===== src/hdl/flash_controller_pkg.sv =====
// flash controller package: register map, command codes, fields and timing
// Overview of operation
// - one fast bus port reads the array and fills the page buffer; peripheral port commands
// - 16 equal regions of pages, each guarded by its own lock fuse
// - whole-chip erase never touches the user page
// - user page written or erased only by its own commands; read like the array
// - each fast bus read returns the addressed 32-bit word
// - zero-wait mode gives one word per clock, stalling only while a command runs
// - wait-state mode stalls and reads the array 64 bits at a time
// - status bits 31..16 show each region's lock, 1 when locked
// - status bit 6 shows fast mode enabled
// - status bit 5 holds last quick page read result, 1 when erased
// - status bit 4 shows the security bit
// - status bit 3 sets on bad command or key, clears on status read
// - status bit 2 sets on page write or erase in a locked region, or chip erase with any lock set, clears on status read
// - status bit 0 is 0 while busy, 1 when ready for a command
// - debug halt of the processor does not disturb the controller
package flash_controller_pkg;
   // peripheral port register offsets
   localparam logic [7:0] OFF_CTRL = 8'h00;
   localparam logic [7:0] OFF_CMD = 8'h04;
   localparam logic [7:0] OFF_STATUS = 8'h08;
   // control register fields
   localparam int CTRL_WAIT_BIT = 0;
   localparam int CTRL_FAST_BIT = 6;
   localparam logic [31:0] CTRL_RESET = 32'h0000_0000;
   // status register fields
   localparam int ST_LOCK_LSB = 16;
   localparam int ST_FAST_BIT = 6;
   localparam int ST_QUICK_PAGE_READ_RESULT_BIT = 5;
   localparam int ST_SEC_BIT = 4;
   localparam int ST_CMDERR_BIT = 3;
   localparam int ST_LOCKERR_BIT = 2;
   localparam int ST_READY_BIT = 0;
   // command word fields
   localparam int CMD_KEY_LSB = 24;
   localparam int CMD_PAGE_LSB = 8;
   localparam logic [7:0] CMD_KEY = 8'hA5;
   localparam logic [5:0] OP_NOP = 6'h00;
   localparam logic [5:0] OP_WRITE_PAGE = 6'h01;
   localparam logic [5:0] OP_ERASE_PAGE = 6'h02;
   localparam logic [5:0] OP_CLEAR_BUF = 6'h03;
   localparam logic [5:0] OP_ERASE_ALL = 6'h05;
   localparam logic [5:0] OP_QUICK_READ = 6'h0C;
   localparam logic [5:0] OP_WRITE_USER = 6'h0D;
   localparam logic [5:0] OP_ERASE_USER = 6'h0E;
   // geometry: byte address bit 17 selects the user page
   localparam int ADDR_W = 18;
   localparam int USER_BIT = 17;
   localparam int DW_W = 14;
   localparam int PAGE_W = 8;
   localparam int REGIONS = 16;
   localparam int BUF_IDX_W = 7;
   // array access time and derived wait states
   localparam int CLK_PERIOD_NS = 25;
   localparam int ACCESS_NS = 40;
   localparam int ACCESS_CYC = (ACCESS_NS + CLK_PERIOD_NS - 1) / CLK_PERIOD_NS;
   localparam logic [3:0] WAIT_STATES = 4'(ACCESS_CYC - 1);
endpackage : flash_controller_pkg


===== src/hdl/flash_controller.sv =====
// flash controller: fast bus read path, page buffer fill, command sequencer, status
`timescale 1ns/100ps
`default_nettype none
module flash_controller (
   input wire logic core_clk_i,
   input wire logic rst_n_i,
   input wire logic hs_req_i,
   input wire logic hs_write_i,
   input wire logic [17:0] hs_addr_i,
   input wire logic [31:0] hs_wdata_i,
   output logic hs_ready_o,
   output logic hs_rvalid_o,
   output logic [31:0] hs_rdata_o,
   input wire logic pb_sel_i,
   input wire logic pb_write_i,
   input wire logic [7:0] pb_addr_i,
   input wire logic [31:0] pb_wdata_i,
   output logic [31:0] pb_rdata_o,
   input wire logic [15:0] lock_fuse_i,
   input wire logic security_i,
   output logic [13:0] arr_raddr_o,
   output logic arr_ruser_o,
   input wire logic [63:0] arr_rdata_i,
   output logic pbuf_we_o,
   output logic [6:0] pbuf_idx_o,
   output logic [31:0] pbuf_wdata_o,
   output logic arr_start_o,
   output logic [5:0] arr_op_o,
   output logic [7:0] arr_page_o,
   output logic arr_user_o,
   input wire logic arr_done_i,
   input wire logic arr_erased_i
);
   typedef enum logic {RD_IDLE, RD_WAIT} rd_state_t;
   typedef enum logic {CMD_IDLE, CMD_RUN} cmd_state_t;

   // pick the addressed half of a 64-bit line
   function automatic logic [31:0] half_sel(input logic [63:0] line, input logic hi);
      half_sel = hi ? line[63:32] : line[31:0];
   endfunction : half_sel

   function automatic logic op_known(input logic [5:0] op);
      op_known = (op == flash_controller_pkg::OP_WRITE_PAGE) ||
         (op == flash_controller_pkg::OP_ERASE_PAGE) ||
         (op == flash_controller_pkg::OP_CLEAR_BUF) ||
         (op == flash_controller_pkg::OP_ERASE_ALL) ||
         (op == flash_controller_pkg::OP_QUICK_READ) ||
         (op == flash_controller_pkg::OP_WRITE_USER) ||
         (op == flash_controller_pkg::OP_ERASE_USER);
   endfunction : op_known

   rd_state_t rd_state, next_rd_state;
   cmd_state_t cmd_state, next_cmd_state;
   logic [3:0] rd_cnt, next_rd_cnt;
   logic rd_hi, next_rd_hi;
   logic [13:0] next_raddr;
   logic next_ruser, next_ready, next_rvalid;
   logic [31:0] next_rdata;
   logic [63:0] buf_data, next_buf_data;
   logic [14:0] buf_tag, next_buf_tag;
   logic buf_valid, next_buf_valid;
   logic next_pbuf_we;
   logic [6:0] next_pbuf_idx;
   logic [31:0] next_pbuf_wdata;
   logic [31:0] ctrl, next_ctrl;
   logic cmd_err, next_cmd_err, lock_err, next_lock_err, quick_page_read_result, next_quick_page_read_result;
   logic next_start, next_user;
   logic [5:0] next_op;
   logic [7:0] next_page;
   logic [31:0] next_pb_rdata;
   logic wait_en, rd_take, rd_hit, rd_finish, st_read, cmd_take, set_cmd_err, set_lock_err;
   logic [5:0] cmd_op;
   logic [7:0] cmd_page;

   assign wait_en = ctrl[flash_controller_pkg::CTRL_WAIT_BIT];
   assign rd_take = hs_req_i && hs_ready_o && !hs_write_i;
   assign rd_hit = wait_en && buf_valid && (buf_tag == {hs_addr_i[17], hs_addr_i[16:3]});
   assign rd_finish = (rd_state == RD_WAIT) && (rd_cnt == 4'h0);
   assign st_read = pb_sel_i && !pb_write_i && (pb_addr_i == flash_controller_pkg::OFF_STATUS);
   assign cmd_take = pb_sel_i && pb_write_i && (pb_addr_i == flash_controller_pkg::OFF_CMD) &&
      (cmd_state == CMD_IDLE);
   assign cmd_op = pb_wdata_i[5:0];
   assign cmd_page = pb_wdata_i[flash_controller_pkg::CMD_PAGE_LSB +: 8];

   // read path: user page reads use the same path, bit 17 just goes with the address
   always_comb begin
      next_rd_state = rd_state;
      next_rd_cnt = rd_cnt;
      next_rd_hi = rd_hi;
      next_raddr = arr_raddr_o;
      next_ruser = arr_ruser_o;
      next_rdata = hs_rdata_o;
      next_rvalid = 1'b0;
      next_buf_data = buf_data;
      next_buf_tag = buf_tag;
      next_buf_valid = buf_valid && !next_start; // array contents may change under a command
      if (rd_state == RD_WAIT && rd_cnt != 4'h0) begin
         next_rd_cnt = rd_cnt - 4'h1;
      end
      if (rd_finish) begin
         next_buf_data = arr_rdata_i;
         next_buf_tag = {arr_ruser_o, arr_raddr_o};
         next_buf_valid = !next_start;
         next_rdata = half_sel(arr_rdata_i, rd_hi);
         next_rvalid = 1'b1;
         next_rd_state = RD_IDLE;
      end
      if (rd_take) begin
         if (rd_hit) begin
            next_rdata = half_sel(buf_data, hs_addr_i[2]);
            next_rvalid = 1'b1;
         end else begin
            next_raddr = hs_addr_i[16:3];
            next_ruser = hs_addr_i[flash_controller_pkg::USER_BIT];
            next_rd_hi = hs_addr_i[2];
            next_rd_cnt = wait_en ? flash_controller_pkg::WAIT_STATES : 4'h0;
            next_rd_state = RD_WAIT;
         end
      end
      // both modes drop ready while a command runs; wait mode also holds it low until data returns
      next_ready = !(wait_en && next_rd_state == RD_WAIT) && (next_cmd_state == CMD_IDLE);
      next_pbuf_we = hs_req_i && hs_ready_o && hs_write_i;
      next_pbuf_idx = hs_addr_i[8:2];
      next_pbuf_wdata = hs_wdata_i;
   end

   always_ff @(posedge core_clk_i or negedge rst_n_i) begin
      if (!rst_n_i) begin
         rd_state <= RD_IDLE;
         rd_cnt <= 4'h0;
         rd_hi <= 1'b0;
         arr_raddr_o <= 14'h0000;
         arr_ruser_o <= 1'b0;
         hs_rdata_o <= 32'h0000_0000;
         hs_rvalid_o <= 1'b0;
         hs_ready_o <= 1'b1;
         buf_data <= 64'h0000_0000_0000_0000;
         buf_tag <= 15'h0000;
         buf_valid <= 1'b0;
         pbuf_we_o <= 1'b0;
         pbuf_idx_o <= 7'h00;
         pbuf_wdata_o <= 32'h0000_0000;
      end else begin
         rd_state <= next_rd_state;
         rd_cnt <= next_rd_cnt;
         rd_hi <= next_rd_hi;
         arr_raddr_o <= next_raddr;
         arr_ruser_o <= next_ruser;
         hs_rdata_o <= next_rdata;
         hs_rvalid_o <= next_rvalid;
         hs_ready_o <= next_ready;
         buf_data <= next_buf_data;
         buf_tag <= next_buf_tag;
         buf_valid <= next_buf_valid;
         pbuf_we_o <= next_pbuf_we;
         pbuf_idx_o <= next_pbuf_idx;
         pbuf_wdata_o <= next_pbuf_wdata;
      end
   end

   // command sequencer and status; no debug input exists, so a halted cpu changes nothing
   always_comb begin
      next_cmd_state = cmd_state;
      next_start = 1'b0;
      next_op = arr_op_o;
      next_page = arr_page_o;
      next_user = arr_user_o;
      next_quick_page_read_result = quick_page_read_result;
      next_ctrl = ctrl;
      set_cmd_err = 1'b0;
      set_lock_err = 1'b0;
      if (pb_sel_i && pb_write_i && pb_addr_i == flash_controller_pkg::OFF_CTRL) begin
         next_ctrl = pb_wdata_i & 32'h0000_0041;
      end
      if (cmd_take) begin
         if (pb_wdata_i[flash_controller_pkg::CMD_KEY_LSB +: 8] != flash_controller_pkg::CMD_KEY ||
               !op_known(cmd_op)) begin
            set_cmd_err = 1'b1;
         end else if (((cmd_op == flash_controller_pkg::OP_WRITE_PAGE ||
               cmd_op == flash_controller_pkg::OP_ERASE_PAGE) && lock_fuse_i[cmd_page[7:4]]) ||
               (cmd_op == flash_controller_pkg::OP_ERASE_ALL && lock_fuse_i != 16'h0000)) begin
            set_lock_err = 1'b1;
         end else begin
            next_start = 1'b1;
            next_op = cmd_op;
            next_page = cmd_page;
            // only the dedicated commands reach the user page, so chip erase spares it
            next_user = (cmd_op == flash_controller_pkg::OP_WRITE_USER) ||
               (cmd_op == flash_controller_pkg::OP_ERASE_USER);
            next_cmd_state = CMD_RUN;
         end
      end
      if (cmd_state == CMD_RUN && arr_done_i) begin
         next_cmd_state = CMD_IDLE;
         if (arr_op_o == flash_controller_pkg::OP_QUICK_READ) begin
            next_quick_page_read_result = arr_erased_i;
         end
      end
      // a new error in the same cycle as the clearing read survives it
      next_cmd_err = set_cmd_err || (cmd_err && !st_read);
      next_lock_err = set_lock_err || (lock_err && !st_read);
      next_pb_rdata = 32'h0000_0000;
      if (pb_sel_i && !pb_write_i) begin
         unique case (pb_addr_i)
            flash_controller_pkg::OFF_CTRL: next_pb_rdata = ctrl;
            flash_controller_pkg::OFF_STATUS: begin
               next_pb_rdata[flash_controller_pkg::ST_LOCK_LSB +: 16] = lock_fuse_i;
               next_pb_rdata[flash_controller_pkg::ST_FAST_BIT] =
                  ctrl[flash_controller_pkg::CTRL_FAST_BIT];
               next_pb_rdata[flash_controller_pkg::ST_QUICK_PAGE_READ_RESULT_BIT] = quick_page_read_result;
               next_pb_rdata[flash_controller_pkg::ST_SEC_BIT] = security_i;
               next_pb_rdata[flash_controller_pkg::ST_CMDERR_BIT] = cmd_err;
               next_pb_rdata[flash_controller_pkg::ST_LOCKERR_BIT] = lock_err;
               next_pb_rdata[flash_controller_pkg::ST_READY_BIT] = (cmd_state == CMD_IDLE);
            end
            default: next_pb_rdata = 32'h0000_0000;
         endcase
      end
   end

   always_ff @(posedge core_clk_i or negedge rst_n_i) begin
      if (!rst_n_i) begin
         cmd_state <= CMD_IDLE;
         arr_start_o <= 1'b0;
         arr_op_o <= flash_controller_pkg::OP_NOP;
         arr_page_o <= 8'h00;
         arr_user_o <= 1'b0;
         quick_page_read_result <= 1'b0;
         cmd_err <= 1'b0;
         lock_err <= 1'b0;
         ctrl <= flash_controller_pkg::CTRL_RESET;
         pb_rdata_o <= 32'h0000_0000;
      end else begin
         cmd_state <= next_cmd_state;
         arr_start_o <= next_start;
         arr_op_o <= next_op;
         arr_page_o <= next_page;
         arr_user_o <= next_user;
         quick_page_read_result <= next_quick_page_read_result;
         cmd_err <= next_cmd_err;
         lock_err <= next_lock_err;
         ctrl <= next_ctrl;
         pb_rdata_o <= next_pb_rdata;
      end
   end
endmodule : flash_controller
`default_nettype wire


===== config.mk =====
export PLATFORM = sky130hd
export DESIGN_NAME = flash_controller
export DESIGN_NICKNAME = d
export VERILOG_FILES = /design/src/hdl/flash_controller_pkg.sv /design/src/hdl/flash_controller.sv
export SDC_FILE = /design/constraint.sdc
export NUM_CORES = 1
export LEC_CHECK = 0
export BUFFER_PORTS_ARGS = -buffer_cell sky130_fd_sc_hd__buf_2
export CORE_UTILIZATION = 50
export DETAILED_ROUTE_END_ITERATION = 7
export PLACE_DENSITY = 0.8
export REMOVE_ABC_BUFFERS = 1
export SYNTH_ARGS = -nofsm -noshare
export SYNTH_HDL_FRONTEND = slang
export SYNTH_SLANG_ARGS = --single-unit

===== constraint.sdc =====
create_clock -name core_clk_i -period 4.7 [get_ports core_clk_i]
set_input_delay 1.41 -clock core_clk_i [delete_from_list [all_inputs] [get_ports core_clk_i]]
set_output_delay 1.41 -clock core_clk_i [all_outputs]
set_load 0.01 [all_outputs]

==> run_results.csv, run 1 <==
group,metric,value,unit
global_route,grt_max_degree,145,
run_status,status,"complete, no violations",
timing,fin_hold_ws,0.497,ns
worst_setup_path,slowest_stage,"buf_4",
drt,via_per_inst,5.23,
power_and_ir_drop,power,6.59,mW
timing,finalCriticalPeriod,3.14,ns
logic_synthesis,ys_types,56,
worst_setup_path,worst-path-buf-inv,2,
drt,totalWireLength,20.8,mm
worst_setup_path,r2r_start,"buf_tag[4]$_DFFE_PN0P_",
logic_synthesis,synthCells,675,
place,dp.final_hpwl,14.4,mm
logic_synthesis,yosys_warnings,0,
drt,drtAntennaViolNets,0,
power_and_ir_drop,peakVddDrop,0.376,mV
timing,final.setup_skew,0.00532,ns
clocking,insertion_delay,0.49,ns
logic_synthesis,netlist_area,9260,µm²
die,die-area,19100,µm²
logic_synthesis,synth_ff_type,"dfrtp_1",
worst_setup_path,timing_worst_setup_path_type,"input port to flip-flop",
power_and_ir_drop,power.leakage,5.78,nW
drt,met1Wirelength,8.85,mm
clocking,post-cts-setup-buffer-count,0,
logic_synthesis,seq_area_frac_synth,59.2,%
drt,wl_met3,1.39,mm
power_and_ir_drop,p_per_area,564,nW/µm²
min_path,hold_depth,1,
timing,slew_violations,0,
logic_synthesis,synth_area_per_cell,13.7,µm²
place,place_ws,1.06,ns
place,place_area,10900,µm²
die,ios,316,
worst_setup_path,endpoint_kind,"flip-flop",
clocking,numCtsBuffers,23,
layout,layout_common_cells,"buf_2 (293), dfrtp_1 (217), mux2_2 (105), mux2i_1 (103), nand2_1 (40)",
drt,initialDrtViolationCount,285,
worst_setup_path,required,5.10,ns
clocking,cts_root_buf,"clkbuf_16",
layout,final_common_cell,"buf_2",
global_route,grt_overflow_total,0,
timing,post-route-period-util,66.7,%
clocking,ctsResizeCount,0,
layout,area_growth,26.4,%
power_and_ir_drop,combPwrFrac,27.2,%
logic_synthesis,synth_seq_cells,219,
run,maxCapViolations,0,
min_path,hold_start,"cmd_err$_DFF_PN0_",
clocking,ctsHoldBuffers,0,
timing,hold_viol,0,
global_route,grt_use_total,22.0,%
power_and_ir_drop,seqPwrFrac,43.9,%
layout,drive_gt1_share,47.3,%
clocking,cts_tree,"done",
worst_setup_path,worst_ep_arrival_time,3.54,ns
timing,grt_setup_unrepaired,"no",
worst_setup_path,cp_max_fo,33,
power_and_ir_drop,intPower,4.67,mW
die,die_y,138,µm
worst_setup_path,startpoint,"hs_addr_i[7]",
place,gp_congestion,0.822,
drt,wl_met2,10.1,mm
timing,max_freq,319,MHz
worst_setup_path,path_cells,"buf_2 > xor2_1 > nor4_1 > nand4_1 > nor3_4 > buf_4 > mux2i_1",
timing,slew_headroom,27.6,%
drt,vias,6333,
min_path,hold_class,"flip-flop to flip-flop",
worst_setup_path,crit_family,"simple AND/OR/NAND/NOR gates",
worst_setup_path,rrSetupSlack,2.22,ns
clocking,clk_pin_slew,0.06,ns
drt,drt_pass1_iterations,4,
layout,nets,1144,
place,port_buffers,294,
power_and_ir_drop,netSwitchingFraction,29.2,%
die,rows,49,
worst_setup_path,cp-endpoint,"hs_rdata_o[16]$_DFF_PN0_",
worst_setup_path,cp_num_cells,7,
layout,final_area,11700,µm²
drt,top_layer_used,"met4",
clocking,cts_max_path_buffers,3,
timing,setup_ws,1.56,ns
die,start_util,51.4,%
clocking,cts.sinks,219,
worst_setup_path,crit_path_max_incr_delay,0.52,ns
global_route,grt_pass1_vias,6459,
die,core,18000,µm²
global_route,grt_pass1_wl,34.0,mm
drt,wl_per_cell,17.2,µm
timing,tightest_slew,1.09,ns
die,die_w,138,µm
worst_setup_path,reg2reg_depth,6,
clocking,htreeDepth,1,
worst_setup_path,reg2reg_to,"hs_rdata_o[16]$_DFF_PN0_",
logic_synthesis,synthArstFlopShare,100,%
timing,setup_viol,0,
power_and_ir_drop,p_clk_share,28.9,%
global_route,antenna_found_initial,1,
power_and_ir_drop,p_sw,1.92,mW
logic_synthesis,synth_enable_flop_cells,0,
worst_setup_path,start_kind,"input port",
drt,drc,0,
timing,fin_tns_setup,0,ns
state kept, by name, summed over array words and instances, names as in the netlist, 2 cells and up:
register,flops
buf_data,64
hs_rdata_o,32
pbuf_wdata_o,32
pb_rdata_o,22
buf_tag,15
arr_raddr_o,14
arr_page_o,8
pbuf_idx_o,7
arr_op_o,6
rd_cnt,4
ctrl,2
worst min path at each step:
stage / to / slack [ns]
after global routing: buf_data[25]$_DFFE_PN0P_ / 0.51
after CTS: cmd_err$_DFF_PN0_ / 0.50
after floorplan: cmd_err$_DFF_PN0_ / 0.45
final: cmd_err$_DFF_PN0_ / 0.50
after detailed placement: cmd_err$_DFF_PN0_ / 0.47
after global placement: cmd_err$_DFF_PN0_ / 0.47
per-layer routing:
| metal | up-vias | track usage (%) |
|---|---|---|
| li1 | 2964 | - |
| met1 | 3096 | 28.6 |
| met2 | 239 | 36.9 |
| met3 | 34 | 5.20 |
| met4 | 0 | 6.30 |
| met5 | - | 0 |
power by group through the flow:
| stage | logic, mW | registers [mW] | clock network [mW] |
|---|---|---|---|
| floorplan | 1.18 | 2.94 | 0 |
| global placement | 1.76 | 2.90 | 0 |
| detailed placement | 1.81 | 2.92 | 0 |
| CTS | 1.82 | 2.90 | 1.95 |
| global route | 1.97 | 2.98 | 2.03 |
| finish | 1.80 | 2.89 | 1.91 |
worst reg2reg max path, cell delays in order (launching register included):
cell     delay [ns]
dfrtp_1        0.40
xor2_1         0.15
nor4_1         0.39
nand4_1        0.38
nor3_4         0.22
buf_4          0.52
mux2i_1        0.34
cells by family (layout without fill, tap and decap cells):
logic type,count (synthesis),count (layout),share of synthesized area [%]
AO/OA/AOI/OAI,51,51,3.42
adder cells (fa/ha/maj),1,1,0.135
other,1,11,0.0405
multiplexers,215,215,25.0
flip-flops,219,219,59.2
buffers and inverters,54,350,3.18
XOR/XNOR,18,18,1.70
AND/OR/NAND/NOR,116,116,7.31
cell usage after synthesis, types with 2 or more instances:
| master | number | area (µm²) |
|---|---|---|
| nand4_1 | 4 | 25.0 |
| a31oi_1 | 2 | 12.5 |
| dfrtp_1 | 218 | 5460 |
| buf_4 | 12 | 90.1 |
| nand2_1 | 40 | 150 |
| nor2_1 | 10 | 37.5 |
| xor2_1 | 16 | 140 |
| buf_1 | 2 | 7.51 |
| buf_6 | 4 | 45.0 |
| and4bb_1 | 3 | 37.5 |
| a21oi_1 | 3 | 15.0 |
| mux2_4 | 6 | 90.1 |
| xnor2_1 | 2 | 17.5 |
| buf_2 | 4 | 20.0 |
| mux2_2 | 105 | 1180 |
| nand2b_1 | 5 | 31.3 |
| nor4_1 | 11 | 68.8 |
| o21ai_0 | 34 | 170 |
| and3_1 | 21 | 131 |
| inv_1 | 9 | 33.8 |
| nand3_1 | 4 | 20.0 |
| clkbuf_1 | 22 | 82.6 |
| and2_1 | 3 | 18.8 |
| mux2i_1 | 103 | 1030 |
per-stage QoR:
| stage | cells | utilization (%) |
|---|---|---|
| after floorplan | 639 | - |
| after global placement | 1168 | 60.4 |
| after detailed placement | 1168 | 60.4 |
| after CTS | 1209 | 64.9 |
| after global routing | 1209 | 64.9 |
| final | 1210 | 64.9 |
area by class of cell:
cell class	count	area [µm²]
diodes	1	2.50
repair buffers	300	1550
flip-flops and latches	219	5480
inverters	9	33.8
fillers	1377	6320
clock inverters	8	123
multi-input cells	411	3530
clock buffers	33	693
well taps	229	287
Note: power is estimated with default switching activity, not from simulation.
==> run 2: changes to the inputs <==
- CORE_UTILIZATION: 50 -> 46
- PLACE_DENSITY: 0.8 -> 0.77
- clock period: 4.7 -> 2.6 ns (I/O delays scaled with it)
==> run_results.csv, run 2 (synthesized netlist as in run 1, its figures left out) <==
group,metric,value,unit
clocking,cts_root_buf,"clkbuf_16",
clocking,cts.sinks,219,
clocking,ctsHoldBuffers,0,
worst_setup_path,slowest_stage,"nor4_1",
layout,layout_common_cells,"buf_2 (293), dfrtp_1 (217), mux2_2 (105), mux2i_1 (103), nand2_1 (40)",
worst_setup_path,crit_path_max_incr_delay,0.33,ns
global_route,grt_pass1_vias,6514,
global_route,grt_overflow_total,0,
clocking,post-cts-setup-buffer-count,0,
timing,grt_setup_unrepaired,"no",
worst_setup_path,cp_max_fo,33,
worst_setup_path,endpoint_kind,"flip-flop",
timing,slew_headroom,54.7,%
layout,nets,1164,
clocking,clk_pin_slew,0.06,ns
layout,final.fill_count,1520,
power_and_ir_drop,netSwitchingFraction,28.7,%
timing,max_freq,468,MHz
layout,final_common_cell,"buf_2",
global_route,antenna_found_initial,6,
worst_setup_path,timing_worst_setup_path_type,"input port to flip-flop",
place,place_ws,-0.0163,ns
die,ios,316,
clocking,numCtsBuffers,24,
place,gp_congestion,0.838,
run,maxCapViolations,0,
global_route,grt_pass1_wl,33.9,mm
drt,drt_pass1_iterations,4,
worst_setup_path,r2r_start,"buf_tag[2]$_DFFE_PN0P_",
worst_setup_path,rrSetupSlack,0.48,ns
layout,largest-register,"buf_data",
power_and_ir_drop,p_per_area,1030,nW/µm²
layout,reg.largest.list,"buf_data (64), hs_rdata_o (32), pbuf_wdata_o (32)",
timing,hold_viol,0,
power_and_ir_drop,p_sw,3.55,mW
timing,fin_hold_ws,0.215,ns
timing,post-route-period-util,82.1,%
power_and_ir_drop,intPower,8.83,mW
drt,initialDrtViolationCount,229,
clocking,cts_max_path_buffers,3,
die,die_w,144,µm
clocking,insertion_delay,0.51,ns
timing,tightest_slew,0.680,ns
timing,slew_violations,0,
power_and_ir_drop,seqPwrFrac,41.7,%
worst_setup_path,required,3.02,ns
drt,totalWireLength,21.9,mm
die,die_y,144,µm
clocking,htreeDepth,1,
layout,drive_gt1_share,48.6,%
worst_setup_path,reg2reg_depth,8,
worst_setup_path,worst_ep_arrival_time,2.55,ns
place,port_buffers,294,
drt,wl_per_cell,17.2,µm
power_and_ir_drop,combPwrFrac,27.2,%
timing,setup_ws,0.465,ns
timing,final.setup_skew,0.0145,ns
die,rows,51,
clocking,cts_tree,"done",
drt,via_per_inst,5.06,
die,start_util,47.3,%
worst_setup_path,reg2reg_to,"hs_rdata_o[0]$_DFF_PN0_",
layout,area_growth,30.5,%
worst_setup_path,path_cells,"buf_2 > xor2_1 > nor4_1 > buf_4 > nand4_1 > buf_4 > nor3_4 > buf_12 > mux2i_1",
drt,drc,0,
min_path,hold_class,"input port to asynchronous set/reset pin",
die,die-area,20700,µm²
clocking,ctsResizeCount,0,
global_route,grt_max_degree,97,
place,dp.final_hpwl,15.6,mm
power_and_ir_drop,power.leakage,5.96,nW
power_and_ir_drop,p_clk_share,31.1,%
layout,largest_register_ffs,64,
timing,setup_viol,0,
worst_setup_path,start_kind,"input port",
worst_setup_path,path_common_cell,"buf_4",
drt,vias,6432,
place,place_area,11100,µm²
drt,drtAntennaViolNets,0,
power_and_ir_drop,peakVddDrop,0.540,mV
die,core,19600,µm²
power_and_ir_drop,power,12.4,mW
global_route,grt_use_total,21.3,%
layout,final_area,12100,µm²
run_status,status,"complete, no violations",
timing,finalCriticalPeriod,2.14,ns
run 2: cell types whose count changed in the layout (fill, tap and decap cells not counted):
cell / delta
buf_12: +6
buf_4: +13
bufinv_16: +3
clkbuf_1: -1
clkbuf_16: +2
clkbuf_8: -3
clkinv_2: +3
clkinvlp_4: -2
diode_2: +3
inv_8: +1
run 2: metrics by stage:
| stage | util, % | instances | setup TNS, ns |
|---|---|---|---|
| finish | 61.6 | 1271 | 0 |
| global route | 61.6 | 1268 | 0 |
| CTS | 61.6 | 1267 | 0 |
| detailed placement | 56.9 | 1223 | -0.0163 |
| global placement | 56.9 | 1223 | 0 |
| floorplan | - | 639 | -374.21 |
run 2: power by group through the flow:
stage | Sequential, mW | Combinational, mW | Clock, mW
2_1_floorplan | 5.32 | 2.12 | 0
3_5_place_dp | 5.23 | 3.41 | 0
3_3_place_gp | 5.18 | 3.31 | 0
5_1_grt | 5.32 | 3.73 | 4.07
4_1_cts | 5.18 | 3.42 | 3.95
6_report | 5.17 | 3.36 | 3.85
run 2: worst max-delay path: cells and delay by family:
kind          cells  cell delay (ns)
buf+inv           4             0.76
simple gates      3             0.56
mux               1             0.25
xor+xnor          1             0.15
run 2: area by class of cell:
cell class,instances,area [µm²],share of cell area [%]
Timing Repair Buffer,319,1770,14.6
Clock inverter,13,224,1.85
Inverter,9,33.8,0.280
Multi-Input combinational cell,411,3530,29.2
Clock buffer,31,698,5.78
Sequential cell,219,5480,45.4
Antenna cell,4,10.0,0.0829
Tap cell,265,332,2.75
run 2: worst max path at each step:
| stage | startpoint | slack, ns | endpoint | cells past startpoint |
|---|---|---|---|---|
| 3_5_place_dp | hs_addr_i[5] | -0.02 | hs_rdata_o[0]$_DFF_PN0_ | 9 |
| 3_3_place_gp | hs_addr_i[5] | 0.06 | hs_rdata_o[18]$_DFF_PN0_ | 9 |
| 6_report | hs_addr_i[5] | 0.46 | hs_rdata_o[0]$_DFF_PN0_ | 9 |
| 2_1_floorplan | rd_cnt[0]$_DFF_PN0_ | -3.37 | buf_data[0]$_DFFE_PN0P_ | 5 |
| 5_1_grt | buf_tag[2]$_DFFE_PN0P_ | 0.37 | hs_rdata_o[0]$_DFF_PN0_ | 8 |
| 4_1_cts | buf_tag[2]$_DFFE_PN0P_ | 0.44 | hs_rdata_o[0]$_DFF_PN0_ | 8 |
run 2: per-layer routing:
layer	up-vias	part of all wire [%]	global-route usage, %
met1	3132	40	25.2
met5	-	0.11	0
met4	4	2.9	7.56
met3	49	9.2	7.63
li1	3014	-	-
met2	233	48	35.5
